--- config.mk ---
export PLATFORM = sky130hd
export DESIGN_NAME = lane_8b10b_codec
export DESIGN_NICKNAME = d
export VERILOG_FILES = /design/src/hdl/codec_pkg.sv /design/src/hdl/lane_8b10b_codec.sv /design/src/hdl/sub_block_disparity.sv /design/src/hdl/tx_skid_buffer.sv
export VERILOG_INCLUDE_DIRS = /design/src /design/src/hdl
export SDC_FILE = /design/constraint.sdc
export NUM_CORES = 1
export LEC_CHECK = 0
export ABC_AREA = 1
export BUFFER_PORTS_ARGS = -buffer_cell sky130_fd_sc_hd__buf_4
export CAP_MARGIN = 20
export CORE_ASPECT_RATIO = 1.4
export CORE_MARGIN = 2
export CORE_UTILIZATION = 46
export DETAILED_ROUTE_END_ITERATION = 8
export SLEW_MARGIN = 20
export SYNTH_ARGS = -nofsm -noshare
export SYNTH_HDL_FRONTEND = slang
export SYNTH_SLANG_ARGS = --single-unit
--- constraint.sdc ---
create_clock -name clk_sys_i -period 15.06 [get_ports clk_sys_i]
set_input_delay 3.012 -clock clk_sys_i [delete_from_list [all_inputs] [get_ports clk_sys_i]]
set_output_delay 3.012 -clock clk_sys_i [all_outputs]
set_load 0.05 [all_outputs]
--- src/hdl/codec_params.svh ---
// Purpose : constants for the lane 8b/10b codec
// Assumes : code-groups are held as {a,b,c,d,e,i,f,g,h,j}, a in bit 9
// Notes   : six-bit and four-bit data tables hold the negative-column values; the K28 four-bit table holds the positive-column values
`ifndef CODEC_PARAMS_SVH
`define CODEC_PARAMS_SVH

// ==========================================================================
// character fields
`define CODEC_X_K28        5'h1C
`define CODEC_Y_ALT        3'h7

// ==========================================================================
// sub-block patterns and balance counts
`define CODEC_K28_6B       6'h0F
`define CODEC_6B_POS_BAL   6'h07
`define CODEC_6B_NEG_BAL   6'h38
`define CODEC_4B_POS_BAL   4'h3
`define CODEC_4B_NEG_BAL   4'hC
`define CODEC_4B_ALT       4'h7
`define CODEC_6B_ONES      3
`define CODEC_4B_ONES      2
`define CODEC_CG_ONES      5

// ==========================================================================
// encoding tables, entry 0 in the low bits
`define CODEC_LUT6 {6'h2B, 6'h1E, 6'h2E, 6'h0E, 6'h36, 6'h16, 6'h26, \
  6'h33, 6'h3A, 6'h1A, 6'h2A, 6'h0B, 6'h32, 6'h13, 6'h23, 6'h1B, \
  6'h17, 6'h1C, 6'h2C, 6'h0D, 6'h34, 6'h15, 6'h25, 6'h39, 6'h38, \
  6'h19, 6'h29, 6'h35, 6'h31, 6'h2D, 6'h1D, 6'h27}
`define CODEC_LUT4 {4'hE, 4'h6, 4'hA, 4'hD, 4'hC, 4'h5, 4'h9, 4'hB}
`define CODEC_K28_4B {4'h7, 4'h9, 4'h5, 4'hD, 4'hC, 4'hA, 4'h6, 4'hB}
`define CODEC_K7_MASK      32'h6880_0000
`define CODEC_ALT_NEG_MASK 32'h0016_0000
`define CODEC_ALT_POS_MASK 32'h0000_6800

// ==========================================================================
// reference characters
`define CODEC_D07_BYTE     8'h07
`define CODEC_D07_NEG      10'h38B
`define CODEC_D07_POS      10'h074
`define CODEC_D35_BYTE     8'h23
`define CODEC_D35_CODE     10'h319

`endif

--- src/hdl/codec_pkg.sv ---
// Purpose : types for the lane 8b/10b codec
// Assumes : one lane, one character clock
// Notes   : none
package codec_pkg;

  // ========================================================================
  // running disparity and lane state
  typedef enum logic {RD_NEG, RD_POS} rd_type;

  typedef struct packed {
    rd_type     tx_rd;
    rd_type     rx_rd;
    logic       rx_valid;
    logic [7:0] rx_byte;
    logic       rx_special;
    logic       rx_invalid;
  } lane_state_type;

endpackage

--- src/hdl/lane_8b10b_codec.sv ---
// Purpose : one lane of 8b/10b coding, transmit encoder and receive decoder
// Assumes : code-group bit 9 is a and bit 0 is j; receive code-groups arrive
//           word-aligned from logic on clk_sys_i
// Notes   : transmit code-groups pass a two-entry buffer toward the serdes
// Contract
// encoder disparity starts negative after reset
// decoder start disparity is a reset parameter
// disparity follows each lane's own code-groups
// six-bit block then four-bit block chain
// more ones or 000111/0011 gives positive
// more zeros or 111000/1100 gives negative
// otherwise sub-block keeps incoming disparity
// encode 256 data, 12 special characters
// encoder picks column by current disparity
// encoder updates disparity from emitted code-group
// bit a sent first, order abcdeifghj
// decoder outputs nine-bit character, flags undefined
// decoder searches both tables in column
// unmatched code-group yields invalid character
// decoder updates disparity after each code-group
// data 0x07 codes 111000 1011 / 000111 0100
// data 0x23 codes 110001 1001 both ways
// character is byte plus data/special flag
// x is low five bits, y high three
// separate encoder and decoder disparity state
// one item per cycle when valid, else hold
// decoder updates disparity even on invalid
`timescale 1ns/100ps
`include "codec_params.svh"

module lane_8b10b_codec #(
  parameter codec_pkg::rd_type RX_INIT_RD = codec_pkg::RD_NEG
) (
  input  wire logic        clk_sys_i,
  input  wire logic        rst_i,
  input  wire logic        tx_char_valid_i,
  input  wire logic [7:0]  tx_byte_i,
  input  wire logic        tx_special_i,
  output logic             tx_char_ready_o,
  output logic             tx_code_valid_o,
  output logic [9:0]       tx_code_o,
  input  wire logic        tx_code_ready_i,
  output codec_pkg::rd_type tx_disparity_o,
  input  wire logic        rx_code_valid_i,
  input  wire logic [9:0]  rx_code_i,
  output logic             rx_char_valid_o,
  output logic [7:0]       rx_byte_o,
  output logic             rx_special_o,
  output logic             rx_invalid_o,
  output codec_pkg::rd_type rx_disparity_o
);
  import codec_pkg::*;

  localparam logic [191:0] LUT6     = `CODEC_LUT6;
  localparam logic [31:0]  LUT4     = `CODEC_LUT4;
  localparam logic [31:0]  K28_4    = `CODEC_K28_4B;
  localparam logic [31:0]  K7       = `CODEC_K7_MASK;
  localparam logic [31:0]  ALT_NEG  = `CODEC_ALT_NEG_MASK;
  localparam logic [31:0]  ALT_POS  = `CODEC_ALT_POS_MASK;

  lane_state_type st_ff;
  lane_state_type nxt_st;

  // ==========================================================================
  // sub-block encoders
  function automatic logic [5:0] enc6(input logic [4:0] x,
                                      input logic       k,
                                      input rd_type     rd);
    logic [5:0] base;
    base = (k && x == `CODEC_X_K28) ? `CODEC_K28_6B : LUT6[x * 6 +: 6];
    if (rd == RD_POS && ($countones(base) != `CODEC_6B_ONES ||
                         base == `CODEC_6B_NEG_BAL)) begin
      enc6 = ~base;
    end else begin
      enc6 = base;
    end
  endfunction

  function automatic logic [3:0] enc4(input logic [2:0] y,
                                      input logic [4:0] x,
                                      input logic       k,
                                      input rd_type     rd4);
    logic       k28;
    logic       alt;
    logic [3:0] base;
    k28 = k && x == `CODEC_X_K28;
    alt = y == `CODEC_Y_ALT && (k || (rd4 == RD_NEG && ALT_NEG[x]) ||
                                (rd4 == RD_POS && ALT_POS[x]));
    if (k28) begin
      base = K28_4[y * 4 +: 4];
    end else if (alt) begin
      base = `CODEC_4B_ALT;
    end else begin
      base = LUT4[y * 4 +: 4];
    end
    if (rd4 == RD_POS && ($countones(base) != `CODEC_4B_ONES ||
                          base == `CODEC_4B_NEG_BAL || k28)) begin
      enc4 = ~base;
    end else begin
      enc4 = base;
    end
  endfunction

  // ==========================================================================
  // transmit encoder
  logic [4:0] tx_x;
  logic [2:0] tx_y;
  logic [5:0] tx_6b;
  logic [3:0] tx_4b;
  logic [9:0] tx_in_code;
  rd_type     tx_rd4;
  rd_type     tx_rd_end;
  logic       tx_take;

  assign tx_x       = tx_byte_i[4:0];
  assign tx_y       = tx_byte_i[7:5];
  assign tx_6b      = enc6(tx_x, tx_special_i, st_ff.tx_rd);
  assign tx_4b      = enc4(tx_y, tx_x, tx_special_i, tx_rd4);
  assign tx_in_code = {tx_6b, tx_4b};
  assign tx_take    = tx_char_valid_i && tx_char_ready_o;

  sub_block_disparity #(
    .WIDTH   (6),
    .POS_PAT (`CODEC_6B_POS_BAL),
    .NEG_PAT (`CODEC_6B_NEG_BAL)
  ) u_tx_rd6 (
    .rd_i    (st_ff.tx_rd),
    .block_i (tx_6b),
    .rd_o    (tx_rd4)
  );

  sub_block_disparity #(
    .WIDTH   (4),
    .POS_PAT (`CODEC_4B_POS_BAL),
    .NEG_PAT (`CODEC_4B_NEG_BAL)
  ) u_tx_rd4 (
    .rd_i    (tx_rd4),
    .block_i (tx_4b),
    .rd_o    (tx_rd_end)
  );

  // holds the code-group while the serdes stalls
  tx_skid_buffer #(
    .WIDTH       (10)
  ) u_tx_buf (
    .clk_sys_i   (clk_sys_i),
    .rst_i       (rst_i),
    .in_valid_i  (tx_char_valid_i),
    .in_data_i   (tx_in_code),
    .in_ready_o  (tx_char_ready_o),
    .out_valid_o (tx_code_valid_o),
    .out_data_o  (tx_code_o),
    .out_ready_i (tx_code_ready_i)
  );

  // ==========================================================================
  // receive decoder
  logic [5:0] rx_6b;
  logic [3:0] rx_4b;
  rd_type     rx_rd4;
  rd_type     rx_rd_end;
  logic       hit_d;
  logic       hit_k28;
  logic [4:0] x_d;
  logic       dec_hit;
  logic       dec_special;
  logic [7:0] dec_byte;

  assign rx_6b = rx_code_i[9:4];
  assign rx_4b = rx_code_i[3:0];

  // disparity comes from the received bits, matched or not
  sub_block_disparity #(
    .WIDTH   (6),
    .POS_PAT (`CODEC_6B_POS_BAL),
    .NEG_PAT (`CODEC_6B_NEG_BAL)
  ) u_rx_rd6 (
    .rd_i    (st_ff.rx_rd),
    .block_i (rx_6b),
    .rd_o    (rx_rd4)
  );

  sub_block_disparity #(
    .WIDTH   (4),
    .POS_PAT (`CODEC_4B_POS_BAL),
    .NEG_PAT (`CODEC_4B_NEG_BAL)
  ) u_rx_rd4 (
    .rd_i    (rx_rd4),
    .block_i (rx_4b),
    .rd_o    (rx_rd_end)
  );

  // search of the selected column, data and special tables
  always_comb begin
    hit_d = 1'b0;
    x_d   = '0;
    for (int i = 0; i < 32; i++) begin
      if (rx_6b == enc6(5'(i), 1'b0, st_ff.rx_rd)) begin
        hit_d = 1'b1;
        x_d   = 5'(i);
      end
    end
    hit_k28     = rx_6b == enc6(`CODEC_X_K28, 1'b1, st_ff.rx_rd);
    dec_hit     = 1'b0;
    dec_special = 1'b0;
    dec_byte    = '0;
    for (int j = 0; j < 8; j++) begin
      if (hit_d && rx_4b == enc4(3'(j), x_d, 1'b0, rx_rd4)) begin
        dec_hit  = 1'b1;
        dec_byte = {3'(j), x_d};
      end
      if (hit_k28 &&
          rx_4b == enc4(3'(j), `CODEC_X_K28, 1'b1, rx_rd4)) begin
        dec_hit     = 1'b1;
        dec_special = 1'b1;
        dec_byte    = {3'(j), `CODEC_X_K28};
      end
    end
    if (hit_d && K7[x_d] &&
        rx_4b == enc4(`CODEC_Y_ALT, x_d, 1'b1, rx_rd4)) begin
      dec_hit     = 1'b1;
      dec_special = 1'b1;
      dec_byte    = {`CODEC_Y_ALT, x_d};
    end
  end

  // ==========================================================================
  // lane state
  always_comb begin
    nxt_st          = st_ff;
    nxt_st.rx_valid = rx_code_valid_i;
    if (tx_take) begin
      nxt_st.tx_rd = tx_rd_end;
    end
    if (rx_code_valid_i) begin
      nxt_st.rx_rd      = rx_rd_end;
      nxt_st.rx_byte    = dec_byte;
      nxt_st.rx_special = dec_special;
      nxt_st.rx_invalid = !dec_hit;
    end
  end

  always_ff @(posedge clk_sys_i or posedge rst_i) begin
    if (rst_i) begin
      st_ff <= '{tx_rd: RD_NEG, rx_rd: RX_INIT_RD, rx_valid: 1'b0,
                 rx_byte: '0, rx_special: 1'b0,
                 rx_invalid: 1'b0};
    end else begin
      st_ff <= nxt_st;
    end
  end

  assign tx_disparity_o  = st_ff.tx_rd;
  assign rx_disparity_o  = st_ff.rx_rd;
  assign rx_char_valid_o = st_ff.rx_valid;
  assign rx_byte_o       = st_ff.rx_byte;
  assign rx_special_o    = st_ff.rx_special;
  assign rx_invalid_o    = st_ff.rx_invalid;
endmodule

--- src/hdl/sub_block_disparity.sv ---
// Purpose : ending disparity of one code-group sub-block
// Assumes : combinational, WIDTH is 6 or 4
// Notes   : balanced sub-blocks keep the incoming disparity unless they equal POS_PAT or NEG_PAT
`timescale 1ns/100ps
`include "codec_params.svh"

module sub_block_disparity #(
  parameter int unsigned      WIDTH   = 6,
  parameter logic [WIDTH-1:0] POS_PAT = `CODEC_6B_POS_BAL,
  parameter logic [WIDTH-1:0] NEG_PAT = `CODEC_6B_NEG_BAL
) (
  input  wire codec_pkg::rd_type rd_i,
  input  wire logic [WIDTH-1:0]  block_i,
  output codec_pkg::rd_type      rd_o
);
  import codec_pkg::*;

  // ========================================================================
  // disparity decision
  always_comb begin
    if ($countones(block_i) > WIDTH / 2) begin
      rd_o = RD_POS;
    end else if ($countones(block_i) < WIDTH / 2) begin
      rd_o = RD_NEG;
    end else if (block_i == POS_PAT) begin
      rd_o = RD_POS;
    end else if (block_i == NEG_PAT) begin
      rd_o = RD_NEG;
    end else begin
      rd_o = rd_i;
    end
  end

endmodule

--- src/hdl/tx_skid_buffer.sv ---
// Purpose : two-entry buffer with registered valid and ready
// Assumes : single clock, async active-high reset
// Notes   : output stage plus one skid entry; ready falls only when full
`timescale 1ns/100ps

module tx_skid_buffer #(
  parameter int unsigned WIDTH = 10
) (
  input  wire logic             clk_sys_i,
  input  wire logic             rst_i,
  input  wire logic             in_valid_i,
  input  wire logic [WIDTH-1:0] in_data_i,
  output logic                  in_ready_o,
  output logic                  out_valid_o,
  output logic [WIDTH-1:0]      out_data_o,
  input  wire logic             out_ready_i
);

  typedef struct packed {
    logic             out_valid;
    logic [WIDTH-1:0] out_data;
    logic             skid_valid;
    logic [WIDTH-1:0] skid_data;
    logic             in_ready;
  } buf_state_type;

  buf_state_type st_ff;
  buf_state_type nxt_st;

  // ==========================================================================
  // next state
  always_comb begin
    nxt_st = st_ff;
    if (out_ready_i || !st_ff.out_valid) begin
      if (st_ff.skid_valid) begin
        nxt_st.out_valid  = 1'b1;
        nxt_st.out_data   = st_ff.skid_data;
        nxt_st.skid_valid = 1'b0;
      end else begin
        nxt_st.out_valid = in_valid_i && st_ff.in_ready;
        nxt_st.out_data  = in_data_i;
      end
    end else if (in_valid_i && st_ff.in_ready) begin
      nxt_st.skid_valid = 1'b1;
      nxt_st.skid_data  = in_data_i;
    end
    nxt_st.in_ready = !nxt_st.skid_valid;
  end

  // ==========================================================================
  // state register
  always_ff @(posedge clk_sys_i or posedge rst_i) begin
    if (rst_i) begin
      st_ff <= '{out_valid: 1'b0, out_data: '0, skid_valid: 1'b0,
                 skid_data: '0, in_ready: 1'b1};
    end else begin
      st_ff <= nxt_st;
    end
  end

  assign in_ready_o  = st_ff.in_ready;
  assign out_valid_o = st_ff.out_valid;
  assign out_data_o  = st_ff.out_data;

endmodule

**Word-level counts from Yosys, hierarchy flattened**

Memories as Yosys holds them, arrays and structs flattened.
Cells that the tools add are included.

- Flip-flop bits (word level): 36
- Memory bits (read-only): 160
- Logic and storage cells: 325
- Memories: 5

- Add/sub/neg operators: 27
- $mul: 1
- $lt $le $gt $ge: 10
- Equal/unequal tests: 62
- Shift operators: 3
- Muxes and demuxes: 160
- Bitwise logic cells: 6
- Reduce and logical (&&, ||, !) cells: 40

Memories:

| memory | words | width | rd ports | clocked after Yosys merged registers in | write ports | line | source |
|---|---|---|---|---|---|---|---|
| (no name shown) | 32 | 1 | 1 | 0 | 0 | lane_8b10b_codec.sv:88 | `(rd4 == RD_POS && ALT_POS[x]));` |
| (no name shown) | 32 | 1 | 1 | 0 | 0 | lane_8b10b_codec.sv:87 | `` alt = y == `CODEC_Y_ALT && (k \|\| (rd4 == RD_NEG && ALT_NEG[x]) \|\| `` |
| (no name shown) | 32 | 1 | 1 | 0 | 0 | lane_8b10b_codec.sv:219 | `if (hit_d && K7[x_d] &&` |
| (no name shown) | 32 | 1 | 1 | 0 | 0 | lane_8b10b_codec.sv:88 |  |
| (no name shown) | 32 | 1 | 1 | 0 | 0 | lane_8b10b_codec.sv:87 |  |

Operators by type and width:

| operator | number |
|---|---|
| 192-bit by 9-bit variable part select with 6-bit output (first input constant) | 1 |
| 2-bit by 32-bit adder with 32-bit output | 4 |
| 32-bit by 2-bit greater-than comparator with 1-bit output (second input constant) | 4 |
| 32-bit by 2-bit < comparator with 1-bit output (second input constant) | 4 |
| 8-bit 2-to-1 mux | 16 |
| 6-bit 2-to-1 mux | 17 |
| 32-bit adder | 3 |
| 6-bit equality test | 15 |
| 5-bit 2-to-1 mux | 17 |
| 4-bit 2-to-1 mux | 21 |
| 1-bit 2-to-1 mux | 81 |
| 6-bit equality test (second input constant) | 12 |
| 32-bit by 6-bit variable part select with 4-bit output (first input constant) | 2 |
| 4-bit equality test | 9 |
| 6-bit by 5-bit equality test with 1-bit output (second input constant) | 6 |
| 1-bit by 1-bit adder with 2-bit output | 17 |
| 32-bit by 3-bit != test with 1-bit output (second input constant) | 1 |
| 1-bit logical AND | 28 |
| 4-bit equality test (second input constant) | 6 |
| 11-bit 2-to-1 mux | 2 |
| 6-bit by 4-bit equality test with 1-bit output (second input constant) | 3 |
| 6-bit by 3-bit equality test with 1-bit output (second input constant) | 2 |
| 5-bit by 6-bit < comparator with 1-bit output (second input constant) | 2 |
| 3-bit 2-to-1 mux | 4 |
| other kinds (16) | 32 |

**Longest topological paths before layout**

Gate-level depths: netlist of the first run.

- Depth in word-level cells: 53
- Mapped depth: 50
- Depth with buffers taken out: 50

**Hierarchy**

A second synthesis of the first run with hierarchy kept.

- Cells, all modules: 730
- Area, all modules: 4700.8 um^2

Modules (own cells, without submodules):

| module | instances | cells each | area an instance (um^2) |
|---|---|---|---|
| lane_8b10b_codec | 1 | 479 | 2895.3 |
| tx_skid_buffer | 1 | 151 | 1157.4 |
| sub_block_disparity (u_rx_rd6 ...) | 2 | 29 | 190.2 |
| sub_block_disparity (u_rx_rd4 ...) | 2 | 21 | 133.9 |

**Worst setup path before layout of the first run**

No wires, ideal clock.

- Kind: input to register
- Start: input port tx_byte_i[0]
- End: register st_ff, in the netlist tx_disparity_o
- Arrival: 10.773 ns
- Path slack: 4.169 ns
- Cell stages on the path: 45
- Path buffers: 0
- Cells stage by stage: inv_1 ha_1 nand2_1 o22ai_1 o21ai_0 nand3_1 fa_1 fa_1 ha_1 inv_1 fa_1 nor2_1 a21boi_2 xor2_1 fa_1 inv_1 ha_1 fa_1 [9 not listed] nand2_1 inv_1 fa_1 ha_1 ha_1 nand2_1 a21oi_1 a21oi_2 nand3_1 and2_4 fa_1 ha_1 nor3b_1 nand2_1 inv_1 nand2_1 nand2_1 nand2_1

- Cells in the longest elaborated chain, start to end: 35

Ends and longest elaborated chain:

| element | line | source |
|---|---|---|
| start, declared | lane_8b10b_codec.sv:37 | `input wire logic [7:0] tx_byte_i,` |
| 5-bit by 2-bit multiplier with 7-bit output or 5-bit equality test (tied branches) | - |  |
| 192-bit by 9-bit variable part select with 6-bit output or 1-bit logical AND (tied branches) | - |  |
| 6-bit 2-to-1 mux | lane_8b10b_codec.sv:70 | `` base = (k && x == `CODEC_X_K28) ? `CODEC_K28_6B : LUT6[x * 6 +: 6]; `` |
| 1-bit by 1-bit adder with 2-bit output (implied by the code) | lane_8b10b_codec.sv:71 | `` if (rd == RD_POS && ($countones(base) != `CODEC_6B_ONES \|\| `` |
| 2-bit by 2-bit adder with 3-bit output (implied by the code) | lane_8b10b_codec.sv:71 |  |
| 3-bit by 2-bit adder with 4-bit output (implied by the code) | lane_8b10b_codec.sv:71 |  |
| 4-bit by 2-bit != test with 1-bit output (no source line) | - |  |
| 1-bit logical OR (no source line) | - |  |
| [20 not listed] | - |  |
| 1-bit logical AND | lane_8b10b_codec.sv:96 | `` if (rd4 == RD_POS && ($countones(base) != `CODEC_4B_ONES \|\| `` |
| 4-bit 2-to-1 mux * | lane_8b10b_codec.sv:96 |  |
| named net tx_4b[0] | lane_8b10b_codec.sv:109 | `logic [3:0] tx_4b;` |
| 1-bit by 1-bit adder with 2-bit output (implied by the code) or 4-bit equality test (tied branches) | sub_block_disparity.sv:21, sub_block_disparity.sv:23, sub_block_disparity.sv:27 |  |
| 2-bit by 32-bit adder with 32-bit output (implied by the code) or 1-bit 2-to-1 mux (tied branches) | sub_block_disparity.sv:21, sub_block_disparity.sv:23, sub_block_disparity.sv:27 |  |
| 32-bit by 2-bit < comparator with 1-bit output or 1-bit 2-to-1 mux (tied branches) | sub_block_disparity.sv:23, sub_block_disparity.sv:25 |  |
| 1-bit 2-to-1 mux | sub_block_disparity.sv:23 | `end else if ($countones(block_i) < WIDTH / 2) begin` |
| 1-bit 2-to-1 mux * | sub_block_disparity.sv:21 | `if ($countones(block_i) > WIDTH / 2) begin` |
| end signal, assigned | lane_8b10b_codec.sv:245 | `st_ff <= '{tx_rd: RD_NEG, rx_rd: RX_INIT_RD, rx_valid: 1'b0,` |
| end signal, assigned | lane_8b10b_codec.sv:249 | `st_ff <= nxt_st;` |
| end, declared | lane_8b10b_codec.sv:61 | `lane_state_type st_ff;` |

Mark *: on every way through the listed nets, which the timed path passes. The rest lies on a longest branch. The select of a mux whose other input is x is not followed.
A chain may end at the register's enable or synchronous reset.

**Worst setup path after layout of the first run**

Ends and elaborated chain as after synthesis.

==> Implementation_results.wiki, run 1 <==
{| class="wikitable"
! Metric !! Value
|-
| CP max FO || 12
|-
| Syn Nets || 783
|-
| Post-route cell area || 5070 µm²
|-
| FF-to-FF End || tx_disparity_o
|-
| Port buffer count || 48
|-
| Final Net Count || 819
|-
| Total iterations of the first detailed-routing run || 4
|-
| GRT overflow || 0
|-
| Post-route DRC || 0
|-
| Commonest cells in the netlist || sky130_fd_sc_hd__nand2_1, sky130_fd_sc_hd__inv_1, sky130_fd_sc_hd__nor2_1, sky130_fd_sc_hd__o21ai_0, sky130_fd_sc_hd__ha_1
|-
| Final cell count without fillers || 877
|-
| Category of the critical setup timing path || input port to flop
|-
| Top Ports || 49
|-
| Number of warnings reported in the yosys synthesis log || 0
|-
| Stage delay of the slowest cell on the critical path || 0.56 ns
|-
| Number of instances on the worst hold path || 2
|-
| Clock tree from TritonCTS || built
|-
| CTS Sinks || 36
|-
| Source of the worst hold timing path || u_tx_buf.st_ff[9]
|-
| Reg2reg setup slack || 8.66 ns
|-
| Count of endpoints failing setup in the final report || 0
|-
| Run status || completed
|-
| Placed Area || 4930 µm²
|-
| Number of inserted filler cells in the final layout || 968
|-
| Fraction of post-synthesis cell area in the top cell type by area || 0.194
|-
| Post-synthesis sequential area ratio || 0.199
|-
| Maximum clock frequency || 0.0877 GHz
|-
| Clock Path Buffers || 2
|-
| Yosys reg bits || 36
|-
| Total number of vias || 4398
|-
| Register-to-Register Path Depth || 33
|-
| Number of instances in the synthesized netlist || 708
|-
| CP most frequent cell || sky130_fd_sc_hd__nand2_1
|-
| Crit. End Element || flop
|-
| Max_cap viols || 0
|-
| Worst setup skew after layout || 0.00481 ns
|-
| Data arrival time of the critical path || 11.56 ns
|-
| Detailed placement HPWL || 9350 µm
|-
| Unrepaired setup endpoints after global routing || no
|-
| Number of max-slew violations in the final report || 0
|-
| Global-route wire length before repair || 19000 µm
|-
| Clock latency of the later-clocked register in the worst-skew pair || 0.27 ns
|-
| Die footprint || 10700 µm²
|-
| Number of enable-type register cells in the synthesized netlist || 0
|-
| Vias in the first global route || 4315
|-
| Biggest area contributors in the synthesized netlist || sky130_fd_sc_hd__dfrtp_1, sky130_fd_sc_hd__nand2_1, sky130_fd_sc_hd__ha_1
|-
| Fraction of final layout cells with drive strength greater than 1 || 0.144
|-
| Worst Tran Pin Value || 0.749 ns
|-
| Maximum number of pins on one net before global-route repair || 27
|-
| Hold buffers post-CTS || 0
|-
| Most used flip-flop cell after synthesis || sky130_fd_sc_hd__dfrtp_1
|-
| Post-Place Cells || 869
|-
| Number of clock buffers inserted by TritonCTS || 5
|-
| Clock tree root buffer cell || sky130_fd_sc_hd__clkbuf_16
|-
| Fin Hold WS || 0.478 ns
|-
| Distinct cell type count of the synthesized netlist || 57
|-
| Initial Utilization || 0.476
|-
| Post-CTS setup repair buffer count || 0
|-
| Die width || 87.8 µm
|-
| Worst hold path endpoint || u_tx_buf.st_ff[9]
|-
| Worst flop-to-flop path startpoint || tx_disparity_o
|-
| Placeable core region || 9510 µm²
|-
| Launching element type of the critical path || input port
|-
| Clock H-tree levels || 2
|-
| Mapped cell area || 4530 µm²
|-
| LEAKAGE || 0.00275 µW
|-
| Via density per instance || 5.01
|-
| Most instantiated library cell after synthesis || sky130_fd_sc_hd__nand2_1
|-
| ANT nets after route || 0
|-
| Antenna diode count || 0
|-
| Cell type contributing the most total cell area after synthesis || sky130_fd_sc_hd__dfrtp_1
|-
| Clk pin slew, worst setup/hold paths || 0.06 ns
|-
| Part of the cycle the worst path needs || 0.757
|-
| Row cnt || 42
|-
| Setup total negative slack || 0 ns
|-
| Final count of hold timing violations || 0
|-
| Area of the multi-input gates || 3000 µm²
|-
| Required time of the worst setup path || 15.23 ns
|-
| Sequential cell area || 902 µm²
|-
| Antenna violations before repair || 0
|-
| Fraction of registers with async set/reset || 1.00
|-
| Synth-to-Final Area Change || 12.1%
|-
| Routed length per instance || 12.8 µm
|-
| Die height || 121 µm
|-
| GRT Overall Usage || 0.220
|-
| Power Dens Cells || 168 nW/µm²
|-
| Total wirelength of the detailed-routed design || 11300 µm
|-
| Critical Path Slowest Stage Cell || sky130_fd_sc_hd__fa_1
|-
| First-iteration detailed-routing DRC count || 125
|-
| Per-instance average area after synthesis || 6.39 µm²
|-
| Hold Path Class || flop to flop
|-
| Maximum resistive drop on vdd || 174 µV
|-
| Final RePlAce weighted congestion || 0.904
|-
| Total of cells resized after clock tree synthesis || 0
|-
| Shortest clock period the worst path allows after layout || 11.40 ns
|-
| Relative slew slack || 0.499
|}
how the worst max path moves through the flow:
stage / from / to / slack (ns)
floorplan: tx_byte_i[0] / tx_disparity_o / 4.17
detailed placement: tx_byte_i[0] / tx_disparity_o / 3.36
global placement: tx_byte_i[0] / tx_disparity_o / 3.62
finish: tx_byte_i[0] / tx_disparity_o / 3.66
global route: tx_byte_i[0] / tx_disparity_o / 2.89
CTS: tx_byte_i[0] / tx_disparity_o / 3.64
cell usage in the layout, fill, tap and decap left out, types with 11 or more instances in the layout:
master	n
sky130_fd_sc_hd__a21oi_1	19
sky130_fd_sc_hd__buf_4	49
sky130_fd_sc_hd__dfrtp_1	35
sky130_fd_sc_hd__ha_1	41
sky130_fd_sc_hd__inv_1	114
sky130_fd_sc_hd__inv_2	12
sky130_fd_sc_hd__nand2_1	173
sky130_fd_sc_hd__nand2_2	15
sky130_fd_sc_hd__nand3_1	40
sky130_fd_sc_hd__nor2_1	91
sky130_fd_sc_hd__nor3_1	12
sky130_fd_sc_hd__o21ai_0	42
sky130_fd_sc_hd__xor2_1	11
kinds of logic (layout without fill, tap and decap cells):
| group | count (synthesis) | count (layout) | share of synthesized area |
|---|---|---|---|
| adder cells (fa/ha/maj) | 51 | 51 | 0.158 |
| flip-flops | 36 | 36 | 0.199 |
| buffers and inverters | 149 | 186 | 0.138 |
| AND/OR/NAND/NOR | 363 | 363 | 0.349 |
| AO/OA/AOI/OAI | 95 | 95 | 0.129 |
| XOR/XNOR | 14 | 14 | 0.0271 |
report_power, final:
group | switching [µW] | total [µW] | internal, µW
logic | 385 | 589 | 205
registers | 23.4 | 157 | 133
clock network | 38.9 | 105 | 66.0
total | 447 | 851 | 404
area by class of cell:
cell class	count	share of cell area
multi-input cells	523	0.591
inverters	129	0.0974
flip-flops and latches	36	0.178
well taps	132	0.0325
clock buffers	8	0.0288
repair buffers	49	0.0725
critical path: cells and delay by family:
| kind | cells | cell delay, ns |
|---|---|---|
| AOI/OAI and AO/OA | 6 | 1.02 |
| buffers and inverters | 7 | 0.61 |
| adders and majority gates | 13 | 4.53 |
| and+or+nand+nor | 16 | 1.89 |
| xor gates and xnor gates | 2 | 0.48 |
sequential cells by signal, summed over array words and instances, names as in the netlist:
register	flops
u_tx_buf.st_ff	11
rx_invalid_o	1
tx_disparity_o	1
rx_special_o	1
u_tx_buf.out_data_o	10
u_tx_buf.out_valid_o	1
u_tx_buf.in_ready_o	1
rx_disparity_o	1
rx_char_valid_o	1
rx_byte_o	8
metal layers:
layer | share of wire | track usage
met1 | 0.41 | 0.249
met2 | 0.54 | 0.414
met3 | 0.026 | 0.0299
met4 | 0.023 | 0.0663
met5 | 0 | 0
stage by stage:
| step | total power [µW] | setup WS (ns) | util |
|---|---|---|---|
| floorplan | 628 | 4.17 | - |
| detailed placement | 751 | 3.36 | 0.518 |
| global placement | 737 | 3.62 | 0.518 |
| global route | 940 | 2.89 | 0.534 |
| CTS | 860 | 3.64 | 0.534 |
| finish | 851 | 3.66 | 0.534 |
(Power assumes the default switching activity.)
==> inputs of run 2 (changes only) <==
==> constraint.sdc (replaced) <==
create_clock -name clk_sys_i -period 11.4 [get_ports clk_sys_i]
set_input_delay 2.28 -clock clk_sys_i [delete_from_list [all_inputs] [get_ports clk_sys_i]]
set_output_delay 2.28 -clock clk_sys_i [all_outputs]
set_load 0.05 [all_outputs]
==> Implementation_results.wiki, run 2 (synthesis results as in run 1) <==
{| class="wikitable"
! Metric !! Value
|-
| Launching element type of the critical path || input port
|-
| Final Net Count || 819
|-
| Detailed placement HPWL || 9420 µm
|-
| Fraction of power consumed by combinational cells || 0.682
|-
| Placeable core region || 9510 µm²
|-
| CP most frequent cell || sky130_fd_sc_hd__nand2_1
|-
| Total iterations of the first detailed-routing run || 4
|-
| Relative contribution of the clock network to total power || 0.138
|-
| GRT overflow || 0
|-
| Number of max-slew violations in the final report || 0
|-
| Total of cells resized after clock tree synthesis || 0
|-
| CP max FO || 12
|-
| Internal power summed over all cells || 550 µW
|-
| LEAKAGE || 0.00276 µW
|-
| Worst hold path endpoint || u_tx_buf.st_ff[9]
|-
| Relative slew slack || 0.475
|-
| Stage delay of the slowest cell on the critical path || 0.57 ns
|-
| Synth-to-Final Area Change || 12.5%
|-
| Post-Place Cells || 869
|-
| First-iteration detailed-routing DRC count || 128
|-
| Die width || 87.8 µm
|-
| Run status || completed
|-
| Data arrival time of the critical path || 10.80 ns
|-
| Port buffer count || 48
|-
| Global-route wire length before repair || 19100 µm
|-
| Routed length per instance || 13.0 µm
|-
| Required time of the worst setup path || 11.57 ns
|-
| Source of the worst hold timing path || u_tx_buf.st_ff[9]
|-
| Fraction of final layout cells with drive strength greater than 1 || 0.145
|-
| Post-CTS setup repair buffer count || 0
|-
| Count of endpoints failing setup in the final report || 0
|-
| Antenna diode count || 0
|-
| Max_cap viols || 0
|-
| Unrepaired setup endpoints after global routing || no
|-
| Crit. End Element || flop
|-
| Final count of hold timing violations || 0
|-
| Flip-flop count of the largest register after layout || 11
|-
| CTS Sinks || 36
|-
| Top Ports || 49
|-
| Category of the critical setup timing path || input port to flop
|-
| Reg2reg setup slack || 5.00 ns
|-
| Final RePlAce weighted congestion || 0.904
|-
| Vias in the first global route || 4315
|-
| Post-route DRC || 0
|-
| Antenna violations before repair || 0
|-
| Initial Utilization || 0.476
|-
| Final cell count without fillers || 877
|-
| Setup total negative slack || 0 ns
|-
| Number of instances on the worst hold path || 2
|-
| Row cnt || 42
|-
| Worst Tran Pin Value || 0.785 ns
|-
| ANT nets after route || 0
|-
| Total wirelength of the detailed-routed design || 11400 µm
|-
| Clock Path Buffers || 2
|-
| Clk pin slew, worst setup/hold paths || 0.06 ns
|-
| Hold buffers post-CTS || 0
|-
| Largest reg by FF count || u_tx_buf.st_ff
|-
| Clock H-tree levels || 2
|-
| Die footprint || 10700 µm²
|-
| Register-to-Register Path Depth || 33
|-
| Maximum resistive drop on vdd || 230 µV
|-
| Power Dens Cells || 226 nW/µm²
|-
| GRT Overall Usage || 0.221
|-
| Total number of vias || 4424
|-
| Net switching power || 599 µW
|-
| Most common cell after layout, fill and taps aside || sky130_fd_sc_hd__nand2_1
|-
| Maximum number of pins on one net before global-route repair || 27
|-
| Maximum clock frequency || 0.0941 GHz
|-
| Die height || 121 µm
|-
| Switching share of power || 0.521
|-
| Worst setup skew after layout || 0.00472 ns
|-
| Commonest non-fill, non-tap cells in the layout || sky130_fd_sc_hd__nand2_1, sky130_fd_sc_hd__inv_1, sky130_fd_sc_hd__nor2_1, sky130_fd_sc_hd__buf_4, sky130_fd_sc_hd__o21ai_0
|-
| Clock tree root buffer cell || sky130_fd_sc_hd__clkbuf_16
|-
| Clock latency of the later-clocked register in the worst-skew pair || 0.28 ns
|-
| Clock tree from TritonCTS || built
|-
| Shortest clock period the worst path allows after layout || 10.63 ns
|-
| Number of clock buffers inserted by TritonCTS || 5
|-
| Critical Path Slowest Stage Cell || sky130_fd_sc_hd__fa_1
|-
| Hold Path Class || flop to flop
|-
| Part of the total power dissipated in sequential elements || 0.180
|-
| Part of the cycle the worst path needs || 0.932
|-
| Worst flop-to-flop path startpoint || tx_disparity_o
|-
| Via density per instance || 5.04
|-
| FF-to-FF End || tx_disparity_o
|}
run 2: worst max path at each step:
stage,start,end,slack (ns),cells past startpoint
after floorplan,tx_byte_i[0],tx_disparity_o,1.24,45
after detailed placement,tx_byte_i[0],tx_disparity_o,0.45,44
after CTS,tx_byte_i[0],tx_disparity_o,0.72,44
after global placement,tx_byte_i[0],tx_disparity_o,0.69,44
after global routing,tx_byte_i[0],tx_disparity_o,0.003,44
final,tx_byte_i[0],tx_disparity_o,0.77,44
run 2: through the flow:
step	worst slack, ns	power [µW]	util	cell area (µm²)	hold slack (ns)
after CTS	0.724	1160	0.535	5090	0.477
after global routing	0.00312	1270	0.535	5090	0.498
after global placement	0.689	973	0.518	4930	0.460
after detailed placement	0.448	997	0.518	4930	0.461
final	0.771	1150	0.535	5090	0.475
after floorplan	1.24	830	-	4530	0.444
run 2: worst max-delay path, delay by kind of cell:
| kind | cells | cell delay, ns |
|---|---|---|
| compound gates | 6 | 1.01 |
| xor+xnor | 2 | 0.48 |
| fa+ha+maj | 13 | 4.54 |
| buf+inv | 7 | 0.60 |
| simple gates | 16 | 1.88 |
run 2: per-layer routing:
metal / global-route usage / up-vias / routed length, µm
li1: - / 2288 / -
met1: 0.249 / 2027 / 4670
met2: 0.417 / 83 / 6120
met3: 0.0265 / 26 / 299
met4: 0.0779 / 0 / 296
met5: 0 / - / 0
run 2: final cells by class:
type                    instances  area [µm²]
clock buffers                   6         129
repair buffers                 49         368
clock inverters                 2        35.0
flip-flops and latches         36         902
well taps                     132         165
fillers                       994        4420
multi-input cells             523        3000
inverters                     129         494
run 2: power groups by stage:
stage / sequential [µW] / combinational, µW / clock, µW
after global routing: 213 / 884 / 167
after floorplan: 234 / 597 / 0
after detailed placement: 208 / 788 / 0
after global placement: 208 / 766 / 0
after CTS: 207 / 791 / 162
final: 207 / 784 / 159
==> inputs of run 3 (changes only) <==
--- a/config.mk
+++ b/config.mk
@@ -11,9 +11,12 @@
 export CAP_MARGIN = 20
 export CORE_ASPECT_RATIO = 1.4
 export CORE_MARGIN = 2
-export CORE_UTILIZATION = 46
+export CORE_UTILIZATION = 61
 export DETAILED_ROUTE_END_ITERATION = 8
+export GPL_TIMING_DRIVEN = 1
+export PLACE_DENSITY = 0.82
 export SLEW_MARGIN = 20
 export SYNTH_ARGS = -nofsm -noshare
 export SYNTH_HDL_FRONTEND = slang
+export SYNTH_HIERARCHICAL = 1
 export SYNTH_SLANG_ARGS = --single-unit
==> Implementation_results.wiki, run 3 <==
{| class="wikitable"
! Metric !! Value
|-
| Run status || complete, but fails checks
|-
| Violated checks || setup timing
|-
| Met1 Wirelength || 4960 µm
|-
| Clock tree root buffer cell || sky130_fd_sc_hd__clkbuf_8
|-
| Fin Hold WS || 0.479 ns
|-
| Antenna violations before repair || 0
|-
| Category of the critical setup timing path || input port to flop
|-
| CTS Sinks || 36
|-
| Worst hold path endpoint || u_tx_buf/st_ff[3]
|-
| Mapped cell area || 4700 µm²
|-
| Syn Nets || 793
|-
| Source of the worst hold timing path || u_tx_buf/st_ff[3]
|-
| Stage delay of the slowest cell on the critical path || 0.54 ns
|-
| Die height || 108 µm
|-
| Detailed placement HPWL || 9180 µm
|-
| Final cell count without fillers || 902
|-
| GRT overflow || 0
|-
| Total wirelength of the detailed-routed design || 12800 µm
|-
| Distinct cell type count of the synthesized netlist || 48
|-
| Row cnt || 37
|-
| Required time of the worst setup path || 11.57 ns
|-
| Number of instances on the worst hold path || 2
|-
| Maximum clock frequency || 0.0875 GHz
|-
| Max_cap viols || 0
|-
| Setup total negative slack || -0.0304 ns
|-
| Worst Tran Pin Value || 0.848 ns
|-
| Post-synthesis sequential area ratio || 0.192
|-
| GRT Overall Usage || 0.281
|-
| Post-Place Cells || 870
|-
| Yosys reg bits || 36
|-
| Clock latency of the later-clocked register in the worst-skew pair || 0.29 ns
|-
| Total number of vias || 4800
|-
| Launching element type of the critical path || input port
|-
| Flip-flop count of the largest register after layout || 11
|-
| Final Net Count || 867
|-
| Antenna diode count || 0
|-
| DR WL met2 || 7070 µm
|-
| Port buffer count || 48
|-
| Maximum number of pins on one net before global-route repair || 24
|-
| CP max FO || 5
|-
| Routed length per instance || 14.2 µm
|-
| Count of endpoints failing setup in the final report || 1
|-
| Final count of hold timing violations || 0
|-
| Relative slew slack || 0.434
|-
| Clock H-tree levels || 2
|-
| Total iterations of the first detailed-routing run || 4
|-
| Register-to-Register Path Depth || 37
|-
| Crit path setup slack, layout || -0.0304 ns
|-
| First-iteration detailed-routing DRC count || 213
|-
| Part of the cycle the worst path needs || 1.00
|-
| Number of max-slew violations in the final report || 0
|-
| LEAKAGE || 0.00323 µW
|-
| Cell type contributing the most total cell area after synthesis || sky130_fd_sc_hd__dfrtp_1
|-
| Fraction of registers with async set/reset || 1.00
|-
| Reg2reg setup slack || 4.63 ns
|-
| Clock tree from TritonCTS || built
|-
| Final RePlAce weighted congestion || 0.922
|-
| Number of instances in the synthesized netlist || 730
|-
| Clock Path Buffers || 2
|-
| Worst flop-to-flop path startpoint || tx_disparity_o
|-
| Post-route DRC || 0
|-
| Fraction of post-synthesis cell area in the top cell type by area || 0.186
|-
| Most used flip-flop cell after synthesis || sky130_fd_sc_hd__dfrtp_1
|-
| Number of clock buffers inserted by TritonCTS || 5
|-
| Vias in the first global route || 4556
|-
| Initial Utilization || 0.635
|-
| Synth-to-Final Area Change || 19.5%
|-
| Hold buffers post-CTS || 0
|-
| Worst setup skew after layout || 0.00176 ns
|-
| Placeable core region || 7410 µm²
|-
| Unrepaired setup endpoints after global routing || yes
|-
| Per-instance average area after synthesis || 6.44 µm²
|-
| Power Total || 2060 µW
|-
| Maximum resistive drop on vdd || 1010 µV
|-
| ANT nets after route || 0
|-
| Top Ports || 49
|-
| FF-to-FF End || tx_disparity_o
|-
| Via density per instance || 5.32
|-
| Die footprint || 8430 µm²
|-
| Biggest area contributors in the synthesized netlist || sky130_fd_sc_hd__dfrtp_1, sky130_fd_sc_hd__nand2_1, sky130_fd_sc_hd__inv_1
|-
| Fraction of final layout cells with drive strength greater than 1 || 0.252
|-
| Top Metal Used || met4
|-
| Commonest cells in the netlist || sky130_fd_sc_hd__nand2_1, sky130_fd_sc_hd__inv_1, sky130_fd_sc_hd__nand3_1, sky130_fd_sc_hd__nor2_1, sky130_fd_sc_hd__dfrtp_1
|-
| Crit. End Element || flop
|-
| Met3 WL post-DR || 503 µm
|-
| Most common cell after layout, fill and taps aside || sky130_fd_sc_hd__nand2_1
|-
| Clk pin slew, worst setup/hold paths || 0.07 ns
|-
| Global-route wire length before repair || 19500 µm
|-
| Data arrival time of the critical path || 11.60 ns
|-
| Most instantiated library cell after synthesis || sky130_fd_sc_hd__nand2_1
|-
| Die width || 78.2 µm
|-
| Largest reg by FF count || u_tx_buf/st_ff
|-
| Number of warnings reported in the yosys synthesis log || 6
|-
| Commonest non-fill, non-tap cells in the layout || sky130_fd_sc_hd__nand2_1, sky130_fd_sc_hd__inv_1, sky130_fd_sc_hd__buf_4, sky130_fd_sc_hd__nand3_1, sky130_fd_sc_hd__nor2_1
|-
| Hold Path Class || flop to flop
|-
| Shortest clock period the worst path allows after layout || 11.43 ns
|-
| Core occupancy in the finished layout || 0.758
|-
| Critical Path Slowest Stage Cell || sky130_fd_sc_hd__fa_1
|-
| Power Dens Cells || 367 nW/µm²
|-
| Number of enable-type register cells in the synthesized netlist || 0
|}
-- run 3: cell count changes in the layout (fill, tap and decap cells not counted), moves of 8 or more --
cell and change:
sky130_fd_sc_hd__nor2_1 -26, sky130_fd_sc_hd__nand2_1 +11, sky130_fd_sc_hd__nand2_2 +8, sky130_fd_sc_hd__nor2_4 +8
sky130_fd_sc_hd__buf_4 +40, sky130_fd_sc_hd__o21ai_0 -30, sky130_fd_sc_hd__ha_1 -22, sky130_fd_sc_hd__nand3_1 +35
sky130_fd_sc_hd__inv_1 +18, sky130_fd_sc_hd__nand3_2 +8
-- run 3: final cells by class --
class / count / area, µm²
multi-input cells: 521 / 3230
fillers: 587 / 1790
flip-flops and latches: 36 / 902
repair buffers: 91 / 708
inverters: 149 / 569
well taps: 97 / 121
clock buffers: 5 / 68.8
clock inverters: 3 / 18.8
-- run 3: routing by layer --
metal | GRT usage | vias to the layer above
met4 | 0.0739 | 0
met2 | 0.558 | 139
met3 | 0.0285 | 28
li1 | - | 2397
met1 | 0.312 | 2236
met5 | 0 | -
-- run 3: cell families after synthesis --
group                    Yosys count  share of synthesized area
AND/OR/NAND/NOR                  417                      0.437
AO/OA/AOI/OAI                     50                     0.0649
flip-flops                        36                      0.192
buffers and inverters            173                      0.155
adder cells (fa/ha/maj)           39                      0.123
multiplexers                       1                    0.00240
XOR/XNOR                          14                     0.0261
-- run 3: worst max-delay path, delay by kind of cell --
family          cells  cell delay [ns]
buf+inv            13             0.92
simple gates       15             1.31
compound gates      7             1.11
xor+xnor            2             0.47
fa+ha+maj          15             5.45
-- run 3: repair_timing --
action,in CTS,in global routing
setup endpoints to repair,1,1
buffers inserted,16,8
pin swaps,6,31
resized for setup,1,45
-- run 3: worst max-delay path by stage --
stage	from	endpoint	slack, ns	cells after the start
2_1_floorplan	tx_byte_i[0]	tx_disparity_o	0.06	50
3_3_place_gp	tx_byte_i[0]	tx_disparity_o	0.11	52
3_5_place_dp	tx_byte_i[0]	tx_disparity_o	-0.28	53
4_1_cts	tx_byte_i[0]	tx_disparity_o	0.002	52
5_1_grt	tx_byte_i[0]	tx_disparity_o	-0.50	52
6_report	tx_byte_i[0]	tx_disparity_o	-0.03	52
-- run 3: metrics by stage --
| step | area [µm²] | setup slack [ns] |
|---|---|---|
| 2_1_floorplan | 4710 | 0.0612 |
| 3_3_place_gp | 5170 | 0.113 |
| 3_5_place_dp | 5170 | -0.279 |
| 4_1_cts | 5380 | 0.00194 |
| 5_1_grt | 5620 | -0.499 |
| 6_report | 5620 | -0.0304 |
-- run 3: report_power, final --
| part | internal [µW] | switching [µW] |
|---|---|---|
| combinational | 764 | 1000 |
| clock | 42.5 | 45.4 |
| sequential | 178 | 33.0 |
